<file path="src/design/ralu_consts.svh">
// Offsets, field positions and reset values of the registered ALU block
`ifndef RALU_CONSTS_SVH
`define RALU_CONSTS_SVH

`define RALU_WIDTH          16
`define RALU_MSB            15
`define RALU_FS_WIDTH       3

`define RALU_ADDR_WIDTH     8
`define RALU_OFS_CONFIG     8'h00
`define RALU_OFS_STATUS     8'h04
`define RALU_OFS_RESULT     8'h08
`define RALU_OFS_OPERAND_A  8'h0c
`define RALU_OFS_OPERAND_B  8'h10

`define RALU_CFG_FS_LSB     0
`define RALU_CFG_FS_MSB     2
`define RALU_CFG_ASEL_BIT   3
`define RALU_CFG_BSEL_BIT   4
`define RALU_CFG_CIN_BIT    5
`define RALU_CFG_INBYP_BIT  6
`define RALU_CFG_RESBYP_BIT 7
`define RALU_CFG_OE_BIT     8
`define RALU_CFG_WIDTH      9
`define RALU_CFG_RESET      9'h000

`define RALU_ST_ZERO_BIT    0
`define RALU_ST_COUT_BIT    1
`define RALU_ST_OVERFLOW_BIT 2
`define RALU_ST_PROP_N_BIT  3
`define RALU_ST_GEN_N_BIT   4

`define RALU_RESP_OKAY      2'b00
`define RALU_RESP_SLVERR    2'b10

`endif

</file>
<file path="src/design/ralu_pkg.sv">
// Types shared by the registered ALU block
package ralu_pkg;

    typedef enum logic [2:0] {
        RALU_FN_CLEAR    = 3'b000,
        RALU_FN_NOTA_ADD = 3'b001,
        RALU_FN_NOTB_ADD = 3'b010,
        RALU_FN_ADD      = 3'b011,
        RALU_FN_XOR      = 3'b100,
        RALU_FN_OR       = 3'b101,
        RALU_FN_AND      = 3'b110,
        RALU_FN_PRESET   = 3'b111
    } ralu_fn_t;

    typedef logic [15:0] ralu_word_t;

endpackage

</file>
<file path="src/design/ralu_alu_if.sv">
// Connection between the register datapath and the combinational ALU core
`timescale 1ns/1ns
`default_nettype none

interface ralu_alu_if;
    import ralu_pkg::*;
    ralu_word_t alu_a;
    ralu_word_t alu_b;
    ralu_fn_t   fn;
    logic       cin;
    ralu_word_t alu_f;
    logic       zero;
    logic       cout;
    logic       overflow;
    logic       prop_n;
    logic       gen_n;

    modport core (input alu_a, alu_b, fn, cin,
                  output alu_f, zero, cout, overflow, prop_n, gen_n);
    modport user (output alu_a, alu_b, fn, cin,
                  input alu_f, zero, cout, overflow, prop_n, gen_n);
endinterface

`default_nettype wire

</file>
<file path="src/design/ralu_top.sv">
// Registered cascadable 16-bit ALU with AXI4-Lite configuration registers
//
// Behaviour
// - Two 16-bit operand registers, one shared clock.
// - Each operand register loads only on its enable.
// - Input bypass feeds pins; registers keep loading.
// - Result register loads only on its enable.
// - Result pins three-stated by output enable.
// - Result bypass shows combinational ALU; register keeps loading.
// - Bypasses active high; both give pure combinational ALU unless feedback is selected.
// - Bit generate is AND, propagate is OR.
// - Running group propagate, generate and internal carries.
// - Carry-out, overflow, inverted group propagate equations.
// - Subtract forms complement A or B for flags.
// - Operand selects steer zero, operand or feedback.
// - Feedback always from result register, bypass regardless.
// - Three select bits encode eight functions.
// - Zero flag when all result bits zero.
// - Cascade flags valid only for arithmetic functions.
//
// Our own choices: the placing of the registers and register access over AXI4-Lite.
`timescale 1ns/1ns
`default_nettype none
`include "ralu_consts.svh"

module ralu_top
    import ralu_pkg::*;
(
    // Clock and reset
    input  wire logic        aclk,
    input  wire logic        aresetn,
    // AXI4-Lite write address
    input  wire logic        s_axi_awvalid,
    output logic             s_axi_awready,
    input  wire logic [7:0]  s_axi_awaddr,
    // AXI4-Lite write data
    input  wire logic        s_axi_wvalid,
    output logic             s_axi_wready,
    input  wire logic [31:0] s_axi_wdata,
    input  wire logic [3:0]  s_axi_wstrb,
    // AXI4-Lite write response
    output logic             s_axi_bvalid,
    input  wire logic        s_axi_bready,
    output logic [1:0]       s_axi_bresp,
    // AXI4-Lite read address
    input  wire logic        s_axi_arvalid,
    output logic             s_axi_arready,
    input  wire logic [7:0]  s_axi_araddr,
    // AXI4-Lite read data
    output logic             s_axi_rvalid,
    input  wire logic        s_axi_rready,
    output logic [31:0]      s_axi_rdata,
    output logic [1:0]       s_axi_rresp,
    // Operand buses and load strobes
    input  wire logic [15:0] operand_a_in,
    input  wire logic [15:0] operand_b_in,
    input  wire logic        operand_a_load_enable,
    input  wire logic        operand_b_load_enable,
    input  wire logic        result_load_enable,
    // Result bus, three-state
    output logic [15:0]      result_out,
    output logic [15:0]      result_oe,
    // Cascade status
    output logic             zero_flag,
    output logic             carry_out,
    output logic             overflow_flag,
    output logic             group_propagate_n,
    output logic             group_generate_n
);

    // ======================================================================
    // Configuration register and AXI4-Lite slave state
    // ======================================================================
    logic [8:0]  config_q, config_d;
    logic        aw_got_q, aw_got_d;
    logic [7:0]  aw_addr_q, aw_addr_d;
    logic        w_got_q, w_got_d;
    logic [31:0] w_data_q, w_data_d;
    logic [3:0]  w_strb_q, w_strb_d;
    logic        bvalid_q, bvalid_d;
    logic [1:0]  bresp_q, bresp_d;
    logic        rvalid_q, rvalid_d;
    logic [31:0] rdata_q, rdata_d;
    logic [1:0]  rresp_q, rresp_d;

    ralu_fn_t   function_select;
    logic       operand_a_select;
    logic       operand_b_select;
    logic       carry_in;
    logic       input_register_bypass;
    logic       result_register_bypass;
    logic       output_enable;

    assign function_select =
        ralu_fn_t'(config_q[`RALU_CFG_FS_MSB:`RALU_CFG_FS_LSB]);
    assign operand_a_select       = config_q[`RALU_CFG_ASEL_BIT];
    assign operand_b_select       = config_q[`RALU_CFG_BSEL_BIT];
    assign carry_in               = config_q[`RALU_CFG_CIN_BIT];
    assign input_register_bypass  = config_q[`RALU_CFG_INBYP_BIT];
    assign result_register_bypass = config_q[`RALU_CFG_RESBYP_BIT];
    assign output_enable          = config_q[`RALU_CFG_OE_BIT];

    // ======================================================================
    // Datapath registers
    // ======================================================================
    ralu_word_t op_a_q, op_a_d;
    ralu_word_t op_b_q, op_b_d;
    ralu_word_t res_q, res_d;
    ralu_word_t src_a;
    ralu_word_t src_b;

    ralu_alu_if alu_bus ();

    ralu_core u_core (
        .bus (alu_bus.core)
    );

    always_comb begin
        op_a_d = operand_a_load_enable ? operand_a_in : op_a_q;
        op_b_d = operand_b_load_enable ? operand_b_in : op_b_q;
        res_d  = result_load_enable ? alu_bus.alu_f : res_q;
    end

    // No reset here: contents stay unknown until the first load
    always_ff @(posedge aclk) begin
        op_a_q <= op_a_d;
        op_b_q <= op_b_d;
        res_q  <= res_d;
    end

    // Registers keep loading while bypassed; only the source changes
    assign src_a = input_register_bypass ? operand_a_in : op_a_q;
    assign src_b = input_register_bypass ? operand_b_in : op_b_q;

    always_comb begin
        case ({operand_b_select, operand_a_select})
            2'b00: begin
                alu_bus.alu_b = res_q;
                alu_bus.alu_a = src_a;
            end
            2'b01: begin
                alu_bus.alu_b = 16'h0000;
                alu_bus.alu_a = src_a;
            end
            2'b10: begin
                alu_bus.alu_b = src_b;
                alu_bus.alu_a = 16'h0000;
            end
            default: begin
                alu_bus.alu_b = src_b;
                alu_bus.alu_a = src_a;
            end
        endcase
    end

    assign alu_bus.fn  = function_select;
    assign alu_bus.cin = carry_in;

    // Result pins follow the ALU with no pipeline stage when bypassed
    assign result_out = result_register_bypass ? alu_bus.alu_f : res_q;
    assign result_oe  = {16{output_enable}};

    // Flags are combinational, not taken from the result register
    assign zero_flag         = alu_bus.zero;
    assign carry_out         = alu_bus.cout;
    assign overflow_flag     = alu_bus.overflow;
    assign group_propagate_n = alu_bus.prop_n;
    assign group_generate_n  = alu_bus.gen_n;

    // ======================================================================
    // AXI4-Lite write path
    // ======================================================================
    logic        do_write;
    logic [31:0] cfg_word;

    assign do_write = aw_got_q && w_got_q && !bvalid_q;

    always_comb begin
        aw_got_d  = aw_got_q;
        aw_addr_d = aw_addr_q;
        w_got_d   = w_got_q;
        w_data_d  = w_data_q;
        w_strb_d  = w_strb_q;
        bvalid_d  = bvalid_q;
        bresp_d   = bresp_q;
        config_d  = config_q;
        cfg_word  = {23'h000000, config_q};
        if (s_axi_awvalid && s_axi_awready) begin
            aw_got_d  = 1'b1;
            aw_addr_d = s_axi_awaddr;
        end
        if (s_axi_wvalid && s_axi_wready) begin
            w_got_d  = 1'b1;
            w_data_d = s_axi_wdata;
            w_strb_d = s_axi_wstrb;
        end
        if (do_write) begin
            aw_got_d = 1'b0;
            w_got_d  = 1'b0;
            bvalid_d = 1'b1;
            if (aw_addr_q == `RALU_OFS_CONFIG) begin
                if (w_strb_q[0]) begin
                    cfg_word[7:0] = w_data_q[7:0];
                end
                if (w_strb_q[1]) begin
                    cfg_word[15:8] = w_data_q[15:8];
                end
                config_d = cfg_word[8:0];
                bresp_d  = `RALU_RESP_OKAY;
            end else begin
                bresp_d = `RALU_RESP_SLVERR;
            end
        end
        if (bvalid_q && s_axi_bready) begin
            bvalid_d = 1'b0;
        end
    end

    // ======================================================================
    // AXI4-Lite read path
    // ======================================================================
    logic [31:0] status_word;

    always_comb begin
        status_word = 32'h00000000;
        status_word[`RALU_ST_ZERO_BIT]   = alu_bus.zero;
        status_word[`RALU_ST_COUT_BIT]   = alu_bus.cout;
        status_word[`RALU_ST_OVERFLOW_BIT] = alu_bus.overflow;
        status_word[`RALU_ST_PROP_N_BIT] = alu_bus.prop_n;
        status_word[`RALU_ST_GEN_N_BIT]  = alu_bus.gen_n;
    end

    always_comb begin
        rvalid_d = rvalid_q;
        rdata_d  = rdata_q;
        rresp_d  = rresp_q;
        if (s_axi_arvalid && s_axi_arready) begin
            rvalid_d = 1'b1;
            rresp_d  = `RALU_RESP_OKAY;
            case (s_axi_araddr)
                `RALU_OFS_CONFIG:    rdata_d = {23'h000000, config_q};
                `RALU_OFS_STATUS:    rdata_d = status_word;
                `RALU_OFS_RESULT:    rdata_d = {16'h0000, res_q};
                `RALU_OFS_OPERAND_A: rdata_d = {16'h0000, op_a_q};
                `RALU_OFS_OPERAND_B: rdata_d = {16'h0000, op_b_q};
                default: begin
                    rdata_d = 32'h00000000;
                    rresp_d = `RALU_RESP_SLVERR;
                end
            endcase
        end else if (rvalid_q && s_axi_rready) begin
            rvalid_d = 1'b0;
        end
    end

    // ======================================================================
    // Bus state registers
    // ======================================================================
    always_ff @(posedge aclk) begin
        if (!aresetn) begin
            config_q  <= `RALU_CFG_RESET;
            aw_got_q  <= 1'b0;
            aw_addr_q <= 8'h00;
            w_got_q   <= 1'b0;
            w_data_q  <= 32'h00000000;
            w_strb_q  <= 4'h0;
            bvalid_q  <= 1'b0;
            bresp_q   <= `RALU_RESP_OKAY;
            rvalid_q  <= 1'b0;
            rdata_q   <= 32'h00000000;
            rresp_q   <= `RALU_RESP_OKAY;
        end else begin
            config_q  <= config_d;
            aw_got_q  <= aw_got_d;
            aw_addr_q <= aw_addr_d;
            w_got_q   <= w_got_d;
            w_data_q  <= w_data_d;
            w_strb_q  <= w_strb_d;
            bvalid_q  <= bvalid_d;
            bresp_q   <= bresp_d;
            rvalid_q  <= rvalid_d;
            rdata_q   <= rdata_d;
            rresp_q   <= rresp_d;
        end
    end

    // One outstanding write: ready drops while an item is held
    assign s_axi_awready = !aw_got_q && !bvalid_q;
    assign s_axi_wready  = !w_got_q && !bvalid_q;
    assign s_axi_bvalid  = bvalid_q;
    assign s_axi_bresp   = bresp_q;
    assign s_axi_arready = !rvalid_q;
    assign s_axi_rvalid  = rvalid_q;
    assign s_axi_rdata   = rdata_q;
    assign s_axi_rresp   = rresp_q;

endmodule

`default_nettype wire

</file>
<file path="src/design/ralu_core.sv">
// Combinational 16-bit ALU with lookahead carry and cascade status
`timescale 1ns/1ns
`default_nettype none
`include "ralu_consts.svh"

module ralu_core
    import ralu_pkg::*;
(
    // ALU operands, function and results
    ralu_alu_if.core bus
);

    ralu_word_t a_eff;
    ralu_word_t b_eff;
    ralu_word_t bit_g;
    ralu_word_t bit_p;
    ralu_word_t grp_g;
    ralu_word_t grp_p;
    ralu_word_t carry;
    ralu_word_t sum;

    // Subtract forms run the same chain on complemented operands
    assign a_eff = (bus.fn == RALU_FN_NOTA_ADD) ? ~bus.alu_a : bus.alu_a;
    assign b_eff = (bus.fn == RALU_FN_NOTB_ADD) ? ~bus.alu_b : bus.alu_b;

    assign bit_g = a_eff & b_eff;
    assign bit_p = a_eff | b_eff;

    assign grp_g[0] = bit_g[0];
    assign grp_p[0] = bit_p[0];
    assign carry[0] = bus.cin;

    genvar i;
    generate
        for (i = 1; i < `RALU_WIDTH; i = i + 1) begin : g_chain
            assign grp_p[i] = bit_p[i] & grp_p[i-1];
            assign grp_g[i] = bit_g[i] | (bit_p[i] & grp_g[i-1]);
            assign carry[i] = grp_g[i-1] | (grp_p[i-1] & bus.cin);
        end
    endgenerate

    assign sum = a_eff ^ b_eff ^ carry;

    // Flags follow the arithmetic chain in every mode; only valid for adds
    assign bus.cout   = grp_g[`RALU_MSB] | (grp_p[`RALU_MSB] & bus.cin);
    assign bus.overflow = carry[`RALU_MSB] ^ bus.cout;
    assign bus.prop_n = ~grp_p[`RALU_MSB];
    assign bus.gen_n  = ~grp_g[`RALU_MSB];

    always_comb begin
        case (bus.fn)
            RALU_FN_CLEAR:    bus.alu_f = 16'h0000;
            RALU_FN_NOTA_ADD: bus.alu_f = sum;
            RALU_FN_NOTB_ADD: bus.alu_f = sum;
            RALU_FN_ADD:      bus.alu_f = sum;
            RALU_FN_XOR:      bus.alu_f = bus.alu_a ^ bus.alu_b;
            RALU_FN_OR:       bus.alu_f = bus.alu_a | bus.alu_b;
            RALU_FN_AND:      bus.alu_f = bus.alu_a & bus.alu_b;
            RALU_FN_PRESET:   bus.alu_f = 16'hffff;
            default:          bus.alu_f = 16'h0000;
        endcase
    end

    assign bus.zero = (bus.alu_f == 16'h0000);

endmodule

`default_nettype wire

</file>
<file path="config.mk">
export PLATFORM = sky130hd
export DESIGN_NAME = ralu_top
export DESIGN_NICKNAME = d
export VERILOG_FILES = /design/src/design/ralu_pkg.sv /design/src/design/ralu_alu_if.sv /design/src/design/ralu_top.sv /design/src/design/ralu_core.sv
export VERILOG_INCLUDE_DIRS = /design/src /design/src/design
export SDC_FILE = /design/constraint.sdc
export NUM_CORES = 1
export LEC_CHECK = 0
export ABC_CLOCK_PERIOD_IN_PS = 4800
export BUFFER_PORTS_ARGS = -buffer_cell sky130_fd_sc_hd__buf_2
export CORE_MARGIN = 2
export CORE_UTILIZATION = 55
export DETAILED_ROUTE_END_ITERATION = 8
export PLACE_DENSITY = 0.81
export SYNTH_ARGS = -nofsm -noshare
export SYNTH_HDL_FRONTEND = slang
export SYNTH_SLANG_ARGS = --single-unit
</file>
<file path="constraint.sdc">
create_clock -name aclk -period 4.8 [get_ports aclk]
set_clock_uncertainty 0.05 [all_clocks]
set_input_delay 0.24 -clock aclk [delete_from_list [all_inputs] [get_ports aclk]]
set_output_delay 0.24 -clock aclk [all_outputs]
set_load 0.05 [all_outputs]
</file>
======== Word-level counts from Yosys, hierarchy flattened ========
Cells that the tools add are included.
word-level totals
  register bits ........................... 116
  output and inout port bits .............. 78
  memories ................................ 0
  ROM bits ................................ 0
  bits in latches ......................... 0
  bits in writable memories ............... 0
cells by class
  reductions and logical operators ........ 25
  order comparisons ....................... 0
  multiply operators ...................... 0
  mux-type cells .......................... 13
  equality and inequality tests ........... 13
  div/mod/pow operators ................... 0
  shifts and indexed selects .............. 0
  add/subtract/negate cells ............... 0
  bitwise gates (word level) .............. 90
operator list
  cell                  count
  $mux W16              6
  $pmux W16 S6          1
  $pmux W16 S5          1
  $xor A16 B16 Y16      3
  $and A1 B1 Y1         46
  $and A16 B16 Y16      2
  $not A16 Y16          2
  $or A16 B16 Y16       2
  $pmux W16 S2          1
  $or A1 B1 Y1          31
  $eq A8 B4 Y1 const B  2
  $logic_not A16 Y1     1
  $logic_not A8 Y1      2
  $eq A3 B3 Y1 const B  4
  $logic_and A1 B1 Y1   9
  $eq A8 B3 Y1 const B  1
  $eq A8 B5 Y1 const B  1
  $eq A3 B2 Y1 const B  2
  $reduce_and A3 Y1     2
  $reduce_or A5 Y1      1
  $logic_not A1 Y1      4
  $mux W2               2
  $reduce_or A2 Y1      2
  $eq A3 B1 Y1 const B  1
  9 further kinds       12

======== Longest topological paths before layout ========
Gate-level depths: netlist of the first run.
  depth in word-level cells ............... 38
  gate-level depth with buffers ........... 19

======== Cells and area by module ========
From an unflattened synthesis of the first run, not the netlist that was laid out.
unflattened totals
  cells, all modules ...................... 779
  area total of the unflattened synthesis .. 7439.6 µm²
modules (own cells, without submodules)
  module     area an instance (µm²)  instances  seq. area each (µm²)  cells an instance
  ralu_top   4827.1                  1          2442.3                425
  ralu_core  2612.5                  1          0.0                   354

======== Worst setup path before layout of the first run ========
No wires, ideal clock.
  path kind ............................... reg2out
  start point ............................. register config_q[2]
  end point ............................... output zero_flag
  buffers on the path ..................... 3
  data arrival time ....................... 5017 ps
  setup slack ............................. -507 ps
  cell stages (with the launch flop) ...... 17
  path through ............................ dfxtp_1 buf_2 buf_1 nor2_1 clkbuf_1 xor2_1 inv_1 ha_1 nand2b_1 a221oi_1 mux2i_1 nand3_1 or3_1 or4_1 nor4_2 nand3_1 nor3_1
RTL lines
  item                                                 RTL line                                           source
  start: declaration                                   ralu_top.sv:74                                     logic [8:0] config_q, config_d;
  start signal: assignment                             ralu_top.sv:261                                    config_q <= `RALU_CFG_RESET;
  start signal: assignment                             ralu_top.sv:273                                    config_q <= config_d;
  $eq A3 B1 Y1 or $eq A3 B2 Y1 (tied branches)         ralu_core.sv:23, ralu_core.sv:51, ralu_core.sv:24
  $mux W16 (on tied branches)                          ralu_core.sv:23, ralu_core.sv:24
  $or A16 B16 Y16 or $and A16 B16 Y16 (tied branches)  ralu_core.sv:27, ralu_core.sv:26
  $and A1 B1 Y1                                        ralu_core.sv:37                                    assign grp_g[i] = bit_g[i] | (bit_p[i] & grp_g[i-1]);
  $or A1 B1 Y1                                         ralu_core.sv:37
  $and A1 B1 Y1                                        ralu_core.sv:37
  $or A1 B1 Y1                                         ralu_core.sv:37
  $or A1 B1 Y1                                         ralu_core.sv:38                                    assign carry[i] = grp_g[i-1] | (grp_p[i-1] & bus.cin);
  $xor A16 B16 Y16                                     ralu_core.sv:42                                    assign sum = a_eff ^ b_eff ^ carry;
  $pmux W16 S6 (*)                                     ralu_core.sv:51                                    case (bus.fn)
  via alu_bus.alu_f[3]                                 ralu_alu_if.sv:11                                  ralu_word_t alu_f;
  $logic_not A16 Y1 (*)                                ralu_core.sv:64                                    assign bus.zero = (bus.alu_f == 16'h0000);
  end: declaration                                     ralu_top.sv:64                                     output logic zero_flag,
Mark *: on every way through the listed nets, which the timed path passes. The rest lies on a longest branch.

======== Final worst setup path of the first run ========
  start point ............................. register config_q[6]
  end point ............................... output zero_flag
between the ends
  longest elaborated chain between the ends .. 37
ends and longest elaborated chain
  item                                                 RTL line                          source
  $mux W16 (on tied branches)                          ralu_top.sv:133, ralu_top.sv:132
  $pmux W16 S2 or $mux W16 (tied branches)             ralu_top.sv:136                   case ({operand_b_select, operand_a_select})
  $not A16 Y16 (on tied branches)                      ralu_core.sv:24, ralu_core.sv:23
  $mux W16 (on tied branches)                          ralu_core.sv:24, ralu_core.sv:23
  $or A16 B16 Y16 or $and A16 B16 Y16 (tied branches)  ralu_core.sv:27, ralu_core.sv:26
  $and A1 B1 Y1                                        ralu_core.sv:37
  $or A1 B1 Y1                                         ralu_core.sv:37
  $and A1 B1 Y1                                        ralu_core.sv:37
  (+21 left out)                                       n/a
  $and A1 B1 Y1                                        ralu_core.sv:37
  $or A1 B1 Y1                                         ralu_core.sv:37
  $and A1 B1 Y1                                        ralu_core.sv:37
  $or A1 B1 Y1                                         ralu_core.sv:37
  $or A1 B1 Y1                                         ralu_core.sv:38
  $xor A16 B16 Y16                                     ralu_core.sv:42
  $pmux W16 S6 (*)                                     ralu_core.sv:51
  $logic_not A16 Y1 (*)                                ralu_core.sv:64
Every way passes the cells marked *; elsewhere a longest branch is shown, timed or not.

==> results of run 1 <==
==> power groups by stage <==
stage / sequential, mW / clock, mW / combinational (mW)
after global routing: 0.949 / 0.787 / 0.495
after floorplan: 0.963 / 0 / 0.325
after global placement: 0.962 / 0 / 0.423
after detailed placement: 0.963 / 0 / 0.434
after CTS: 0.944 / 0.749 / 0.439
final: 0.945 / 0.743 / 0.454
==> cells by family (layout without fill, tap and decap cells) <==
| group | count (synthesis) | count (layout) | share of synthesized area, % |
|---|---|---|---|
| buffers and inverters | 159 | 254 | 10.37 |
| AOI/OAI and AO/OA | 163 | 163 | 14.87 |
| muxes | 88 | 88 | 12.75 |
| xor gates and xnor gates | 40 | 40 | 4.798 |
| and+or+nand+nor | 196 | 196 | 12.47 |
| adders and majority gates | 65 | 65 | 11.24 |
| DFF | 98 | 98 | 33.45 |
| other | 1 | 18 | 0.05136 |
==> cell usage in the layout, fill, tap and decap left out, drive strengths merged, types with 4 or more instances in the layout <==
master,count
or4,4
a21o,8
inv,89
mux2,37
nand4,4
nor4,6
a211oi,6
dfxtp,50
mux2i,51
nand3,5
o21ai,21
clkbuf,11
o211ai,4
o21bai,5
nand2b,6
a22oi,15
a31oi,4
nor2b,13
o22ai,6
or3,5
a22o,17
nor2,61
nand2,68
xor2,33
conb,18
xnor2,7
nor3,11
ha,64
o31ai,4
buf,153
edfxtp,48
and3,4
a21oi,51
a2bb2oi,6
==> worst max-delay path by stage <==
stage                        startpoint   endpoint  slack [ns]  cells past startpoint
2_1_floorplan  config_q[2]$_SDFFE_PN0P_  zero_flag        0.08                     16
6_report       config_q[6]$_SDFFE_PN0P_  zero_flag        0.11                     15
4_1_cts        config_q[6]$_SDFFE_PN0P_  zero_flag        0.02                     16
5_1_grt        config_q[6]$_SDFFE_PN0P_  zero_flag       -0.04                     15
3_5_place_dp   config_q[4]$_SDFFE_PN0P_  zero_flag        0.20                     15
3_3_place_gp   config_q[6]$_SDFFE_PN0P_  zero_flag        0.24                     16
==> per-layer routing <==
layer / vias to the layer above / routed length [um] / track usage, %
met5: - / 0 / 0
met4: 0 / 510 / 10.71
met3: 30 / 1371 / 3.975
met2: 296 / 9427 / 43.79
met1: 3046 / 8233 / 35.35
li1: 2974 / - / -
==> critical path, stage by stage (launching register included) <==
cell	delay, ns
sky130_fd_sc_hd__dfxtp_4	0.39
sky130_fd_sc_hd__buf_12	0.15
sky130_fd_sc_hd__mux2_2	0.35
sky130_fd_sc_hd__a22o_4	0.24
sky130_fd_sc_hd__inv_1	0.06
sky130_fd_sc_hd__ha_1	0.22
sky130_fd_sc_hd__mux2_2	0.26
sky130_fd_sc_hd__a2bb2oi_1	0.15
sky130_fd_sc_hd__o41ai_2	0.52
sky130_fd_sc_hd__nand4_1	0.13
sky130_fd_sc_hd__or3_1	0.36
sky130_fd_sc_hd__or4_4	0.45
sky130_fd_sc_hd__nor4_4	0.18
sky130_fd_sc_hd__nand3_2	0.15
sky130_fd_sc_hd__nor3_4	0.23
sky130_fd_sc_hd__buf_6	0.19
==> sequential cells by signal, indices dropped and copies added (netlist names) <==
name          cells
op_a_q           16
op_b_q           16
res_q            16
s_axi_rdata      16
config_q          9
w_data_q          9
aw_addr_q         8
w_strb_q          2
aw_got_q          1
s_axi_bresp       1
s_axi_bvalid      1
s_axi_rresp       1
s_axi_rvalid      1
w_got_q           1
==> per-stage QoR <==
stage          power, mW  setup TNS [ns]  utilization, %  instances
2_1_floorplan      1.287               0               -        827
3_3_place_gp       1.385               0           61.00       1079
3_5_place_dp       1.397               0           61.00       1079
4_1_cts            2.133               0           63.64       1095
5_1_grt            2.232        -0.03984           65.02       1098
6_report           2.142               0           65.02       1098
==> cell type report <==
cell class	count	area, sq um
fillers	1042	4577
multi-input cells	570	4330
flip-flops and latches	98	2450
repair buffers	154	879.6
inverters	84	315.3
clock buffers	10	250.2
well taps	176	220.2
clock inverters	6	62.56
==> repair_timing <==
action | in CTS | in global routing
setup buffers | 0 | 2
setup endpoints to repair | 1 | 3
gates resized for setup | 8 | 33
pin swaps | 1 | 6
gates cloned | 0 | 1
==> impl_summary.log, run 1 <==
INFO  metric grt_overflow_total = 0
INFO  metric holdPathStages = 2
INFO  metric worst_setup_path_end_kind = output port
INFO  metric yosysTopAreaCell = sky130_fd_sc_hd__edfxtp_1
INFO  metric post_synth_main_area_contributors = sky130_fd_sc_hd__edfxtp_1, sky130_fd_sc_hd__dfxtp_1, sky130_fd_sc_hd__ha_1
INFO  metric rr_endpoint = s_axi_rdata[0]$_SDFFE_PN0P_
INFO  metric p_sw_share = 30.83%
INFO  metric synth_cells = 810
INFO  metric status = finished, final reports clean
INFO  metric detail_route.vias_per_cell = 5.780
INFO  metric insertion_delay = 0.35 ns
INFO  metric placement_rows = 42
INFO  metric synth_common_cells = sky130_fd_sc_hd__inv_1, sky130_fd_sc_hd__nand2_1, sky130_fd_sc_hd__ha_1
INFO  metric syn-cell-area = 0.007302 sq mm
INFO  metric p_switching = 0.6604 mW
INFO  metric detail_route.wl_per_cell = 17.80 um
INFO  metric cts_hold_buf = 0
INFO  metric dieHeight = 119.2 um
INFO  metric syn-mean-instance-area = 9.015 sq um
INFO  metric cts_inserted_buffers = 9
INFO  metric synth-edff-count = 48
INFO  metric cell_area_reported_after_detailed_placement = 0.007981 sq mm
INFO  metric ys_flop_type = sky130_fd_sc_hd__dfxtp_1
INFO  metric htreeDepth = 3
INFO  metric drive_above_1_share = 26.36%
INFO  metric ys_warn_count = 0
INFO  metric final-setup-viol-count = 0
INFO  metric n_antenna_cell = 0
INFO  metric power.share.combinational = 21.2%
INFO  metric grt.total_usage = 26.68%
INFO  metric tritoncts = yes
INFO  metric synth_most_common_cell = sky130_fd_sc_hd__inv_1
INFO  metric timing.final.hold_violations = 0
INFO  metric max_freq = 213.0 MHz
INFO  metric buffer_ports.inserted = 128
INFO  metric timing.critical_path.arrival = 4.40 ns
INFO  metric numClockSinks = 98
INFO  metric cellLeakagePower = 4.060 nW
INFO  metric clock-root-buffer = sky130_fd_sc_hd__clkbuf_16
INFO  metric min_to = s_axi_rvalid$_SDFFE_PN0P_
INFO  metric final_net_count = 1076
INFO  metric period_share = 97.81%
INFO  metric number_of_nets_with_antenna_violations_after_routing = 0
INFO  metric max-slew-margin-rel = 27.47%
INFO  metric regToRegStartpoint = config_q[6]$_SDFFE_PN0P_
INFO  metric cts-root-to-sink-buffers = 2
INFO  metric finalWorstPathRequiredPeriod = 4.695 ns
INFO  metric proportion_of_register_bits_with_asynchronous_set_or_reset_after_synthesis = 0%
INFO  metric peakVddDrop = 0.1725 mV
INFO  metric die_x = 119.2 um
INFO  metric largest_net_degree_at_the_start_of_global_routing = 51
INFO  metric num_io_pins = 172
INFO  metric drt_first_iter_violations = 540
INFO  metric initial_utilization = 55.80%
INFO  metric power.sequential.fraction = 44.1%
INFO  metric criticalPathCategory = reg -> out
INFO  metric worst_r2r_path_depth = 14
INFO  metric grt_first_pass_wirelength = 30100 um
INFO  metric hold_class = in -> reg
INFO  metric worst_setup_path_start_kind = flip-flop
INFO  metric place.gp.congestion = 0.9654
INFO  metric hold_path_startpoint = s_axi_rready
INFO  metric pre_cts_ws = 0.1986 ns
INFO  metric critical_path_peak_fanout = 11
INFO  metric fin_worst_hold_slack = 0.01743 ns
INFO  metric timing_worst_slew_pin_value = 1.086 ns
INFO  metric layout_stage_area_growth_over_the_synthesis_result = 16.52%
INFO  metric power.density = 251.8 mW/mm^2
INFO  metric synth-seq-area-share = 33.45%
INFO  metric dpl.hpwl = 14500 um
INFO  metric ff2ff_setup_slack = 0.91 ns
INFO  metric postRouteWirelength = 19540 um
INFO  metric post-route-cell-area = 0.008508 sq mm
INFO  metric final_max_slew_violation_count = 0
INFO  metric detailedRoute.firstPassIterationCount = 5
INFO  metric core-area = 0.01309 sq mm
INFO  metric fp.dieArea = 0.01421 sq mm
INFO  metric final_critical_path_setup_slack = 0.1050 ns
INFO  metric crit_required = 4.51 ns
INFO  metric number_of_antenna_violations_at_the_first_check_in_global_routing = 0
INFO  metric dr_total_vias = 6346
INFO  metric clk_pin_slew = 0.07 ns
INFO  metric postSynthRegisterBits = 98
INFO  metric drc_errors = 0
INFO  metric design_internal_power = 1.482 mW
INFO  metric cap_violations = 0
INFO  metric synthDistinctLibCells = 60
INFO  metric synthDominantCellAreaShare = 19.74%
INFO  metric vias_in_the_first_global_route = 5865
INFO  metric clock_power_share = 34.7%
Power figures use the tool's default switching activity.
==> inputs of run 2 (changes only) <==
--- a/config.mk
+++ b/config.mk
@@ -12,6 +12,7 @@
 export CORE_UTILIZATION = 55
 export DETAILED_ROUTE_END_ITERATION = 8
 export PLACE_DENSITY = 0.81
+export RECOVER_POWER = 50
 export SYNTH_ARGS = -nofsm -noshare
 export SYNTH_HDL_FRONTEND = slang
 export SYNTH_SLANG_ARGS = --single-unit
==> impl_summary.log, run 2 (synthesized netlist as in run 1, its figures left out) <==
INFO  metric status = finished, violations left
INFO  metric failing_checks = capacitance limit, slew limit
INFO  metric worst_r2r_path_depth = 14 (unchanged)
INFO  metric drt_first_iter_violations = 506 (-6.3%)
INFO  metric htreeDepth = 3 (unchanged)
INFO  metric cts_hold_buf = 0 (unchanged)
INFO  metric finalWorstPathRequiredPeriod = 4.708 ns (+0.01344 ns)
INFO  metric detail_route.vias_per_cell = 5.781 (about the same)
INFO  metric worst_setup_path_startpoint = config_q[6]$_SDFFE_PN0P_
INFO  metric clock-root-buffer = sky130_fd_sc_hd__clkbuf_16
INFO  metric power.density = 253.3 mW/mm^2 (+0.62%)
INFO  metric crit_path_end = zero_flag
INFO  metric timing_worst_slew_pin_value = 2.203 ns (+1.117 ns)
INFO  metric crit_required = 4.51 ns (about the same)
INFO  metric fillerInstances = 1078 (+3.5%)
INFO  metric vias_in_the_first_global_route = 5865 (unchanged)
INFO  metric worst_setup_path_start_kind = flip-flop
INFO  metric final_cell_mix = sky130_fd_sc_hd__inv_1, sky130_fd_sc_hd__buf_2, sky130_fd_sc_hd__nand2_1
INFO  metric ff2ff_setup_slack = 0.89 ns (-0.02 ns)
INFO  metric post-route-cell-area = 0.008451 sq mm (-0.68%)
INFO  metric die_x = 119.2 um (unchanged)
INFO  metric multi_input_area = 0.004330 sq mm (unchanged)
INFO  metric num_io_pins = 172 (unchanged)
INFO  metric period_share = 98.09% (+0.28 points)
INFO  metric numClockSinks = 98 (unchanged)
INFO  metric cellLeakagePower = 3.914 nW (-3.6%)
INFO  metric final-setup-viol-count = 0 (unchanged)
INFO  metric regToRegStartpoint = config_q[6]$_SDFFE_PN0P_
INFO  metric timing.critical_path.arrival = 4.42 ns (+0.02 ns)
INFO  metric cts-root-to-sink-buffers = 2 (unchanged)
INFO  metric cap_violations = 1 (+1)
INFO  metric fp.dieArea = 0.01421 sq mm (unchanged)
INFO  metric hold_class = in -> reg
INFO  metric largest_net_degree_at_the_start_of_global_routing = 51 (unchanged)
INFO  metric tritoncts = yes
INFO  metric core-area = 0.01309 sq mm (unchanged)
INFO  metric max-slew-margin-rel = -46.87% (-74 points)
INFO  metric grt_first_pass_wirelength = 30100 um (unchanged)
INFO  metric place.gp.congestion = 0.9654 (unchanged)
INFO  metric dpl.hpwl = 14500 um (unchanged)
INFO  metric fin_worst_hold_slack = 0.01858 ns (+0.001145 ns)
INFO  metric worst_setup_path_end_kind = output port
INFO  metric detail_route.wl_per_cell = 17.80 um (about the same)
INFO  metric max_freq = 212.4 MHz (-0.29%)
INFO  metric detailedRoute.firstPassIterationCount = 5 (unchanged)
INFO  metric n_antenna_cell = 0 (unchanged)
INFO  metric number_of_antenna_violations_at_the_first_check_in_global_routing = 0 (unchanged)
INFO  metric placement_rows = 42 (unchanged)
INFO  metric grt.total_usage = 26.68% (unchanged)
INFO  metric dr_total_vias = 6347 (+0.016%)
INFO  metric final_max_slew_violation_count = 51 (+51)
INFO  metric cts_inserted_buffers = 9 (unchanged)
INFO  metric clk_pin_slew = 0.07 ns (about the same)
INFO  metric timing.final.hold_violations = 0 (unchanged)
INFO  metric rr_endpoint = s_axi_rdata[0]$_SDFFE_PN0P_
INFO  metric initial_utilization = 55.80% (unchanged)
INFO  metric grt_overflow_total = 0 (unchanged)
INFO  metric peakVddDrop = 0.1727 mV (+0.13%)
INFO  metric criticalPathCategory = reg -> out
INFO  metric dieHeight = 119.2 um (unchanged)
INFO  metric cell_area_reported_after_detailed_placement = 0.007981 sq mm (unchanged)
INFO  metric seq_area = 0.002450 sq mm (unchanged)
INFO  metric number_of_nets_with_antenna_violations_after_routing = 0 (unchanged)
INFO  metric hold_path_startpoint = s_axi_rready
INFO  metric layout_stage_area_growth_over_the_synthesis_result = 15.73%
INFO  metric postRouteWirelength = 19540 um (about the same)
INFO  metric insertion_delay = 0.35 ns (about the same)
INFO  metric buffer_ports.inserted = 128 (unchanged)
INFO  metric final_net_count = 1076 (unchanged)
INFO  metric drive_above_1_share = 21.58% (-4.8 points)
INFO  metric critical_path_peak_fanout = 11 (unchanged)
INFO  metric drc_errors = 0 (unchanged)
## run 2: cell type report
type	count	share of cell area, %
clock buffers	10	2.961
clock inverters	6	0.7403
inverters	84	3.731
multi-input cells	570	51.24
flip-flops and latches	98	28.99
well taps	176	2.606
repair buffers	154	9.728
## run 2: timing repair
action / 4_1_cts / 5_1_grt
gates resized for setup: 8 / 33
gates cloned: 0 / 1
buffers inserted: 0 / 2
setup endpoints to repair: 1 / 3
pin swaps: 1 / 6
## run 2: per-layer routing
layer / global-route usage (%) / wire [um] / part of all wire, %
met4: 10.71 / 494 / 2.5
met2: 43.79 / 9387 / 48
met1: 35.35 / 8291 / 42
met3: 3.975 / 1367 / 7.0
met5: 0 / 0 / 0
## run 2: how the worst min path moves through the flow
stage / endpoint / slack, ns / depth (start not counted)
detailed placement: op_b_q[12]$_DFFE_PP_ / 0.38 / 1
finish: s_axi_rvalid$_SDFFE_PN0P_ / 0.02 / 2
global placement: op_b_q[12]$_DFFE_PP_ / 0.38 / 1
CTS: s_axi_rvalid$_SDFFE_PN0P_ / 0.02 / 2
global route: s_axi_rvalid$_SDFFE_PN0P_ / 0.01 / 2
floorplan: op_a_q[0]$_DFFE_PP_ / 0.29 / 0
## run 2: critical path, cell delays in order (launching register included)
cell	delay (ns)
sky130_fd_sc_hd__dfxtp_4	0.40
sky130_fd_sc_hd__buf_12	0.15
sky130_fd_sc_hd__mux2_2	0.35
sky130_fd_sc_hd__a22o_4	0.24
sky130_fd_sc_hd__inv_1	0.06
sky130_fd_sc_hd__ha_1	0.22
sky130_fd_sc_hd__mux2_2	0.26
sky130_fd_sc_hd__a2bb2oi_1	0.15
sky130_fd_sc_hd__o41ai_2	0.52
sky130_fd_sc_hd__nand4_1	0.13
sky130_fd_sc_hd__or3_1	0.36
sky130_fd_sc_hd__or4_4	0.45
sky130_fd_sc_hd__nor4_4	0.18
sky130_fd_sc_hd__nand3_2	0.15
sky130_fd_sc_hd__nor3_4	0.23
sky130_fd_sc_hd__buf_6	0.19
## run 2: stage by stage
| step | setup TNS [ns] | power, mW | util (%) | setup slack [ns] | cells |
|---|---|---|---|---|---|
| 6_report | 0 | 2.141 | 64.58 | 0.09157 | 1098 |
| 5_1_grt | -0.03984 | 2.229 | 64.58 | -0.03984 | 1098 |
| 4_1_cts | 0 | 2.133 | 63.64 | 0.02429 | 1095 |
| 3_5_place_dp | 0 | 1.397 | 61.00 | 0.1986 | 1079 |
| 3_3_place_gp | 0 | 1.385 | 61.00 | 0.2391 | 1079 |
| 2_1_floorplan | 0 | 1.287 | - | 0.07722 | 827 |
## run 2: report_power, final
part           switching (mW)  internal [mW]
Clock                   0.346          0.399
Sequential             0.0259          0.920
Combinational           0.291          0.159
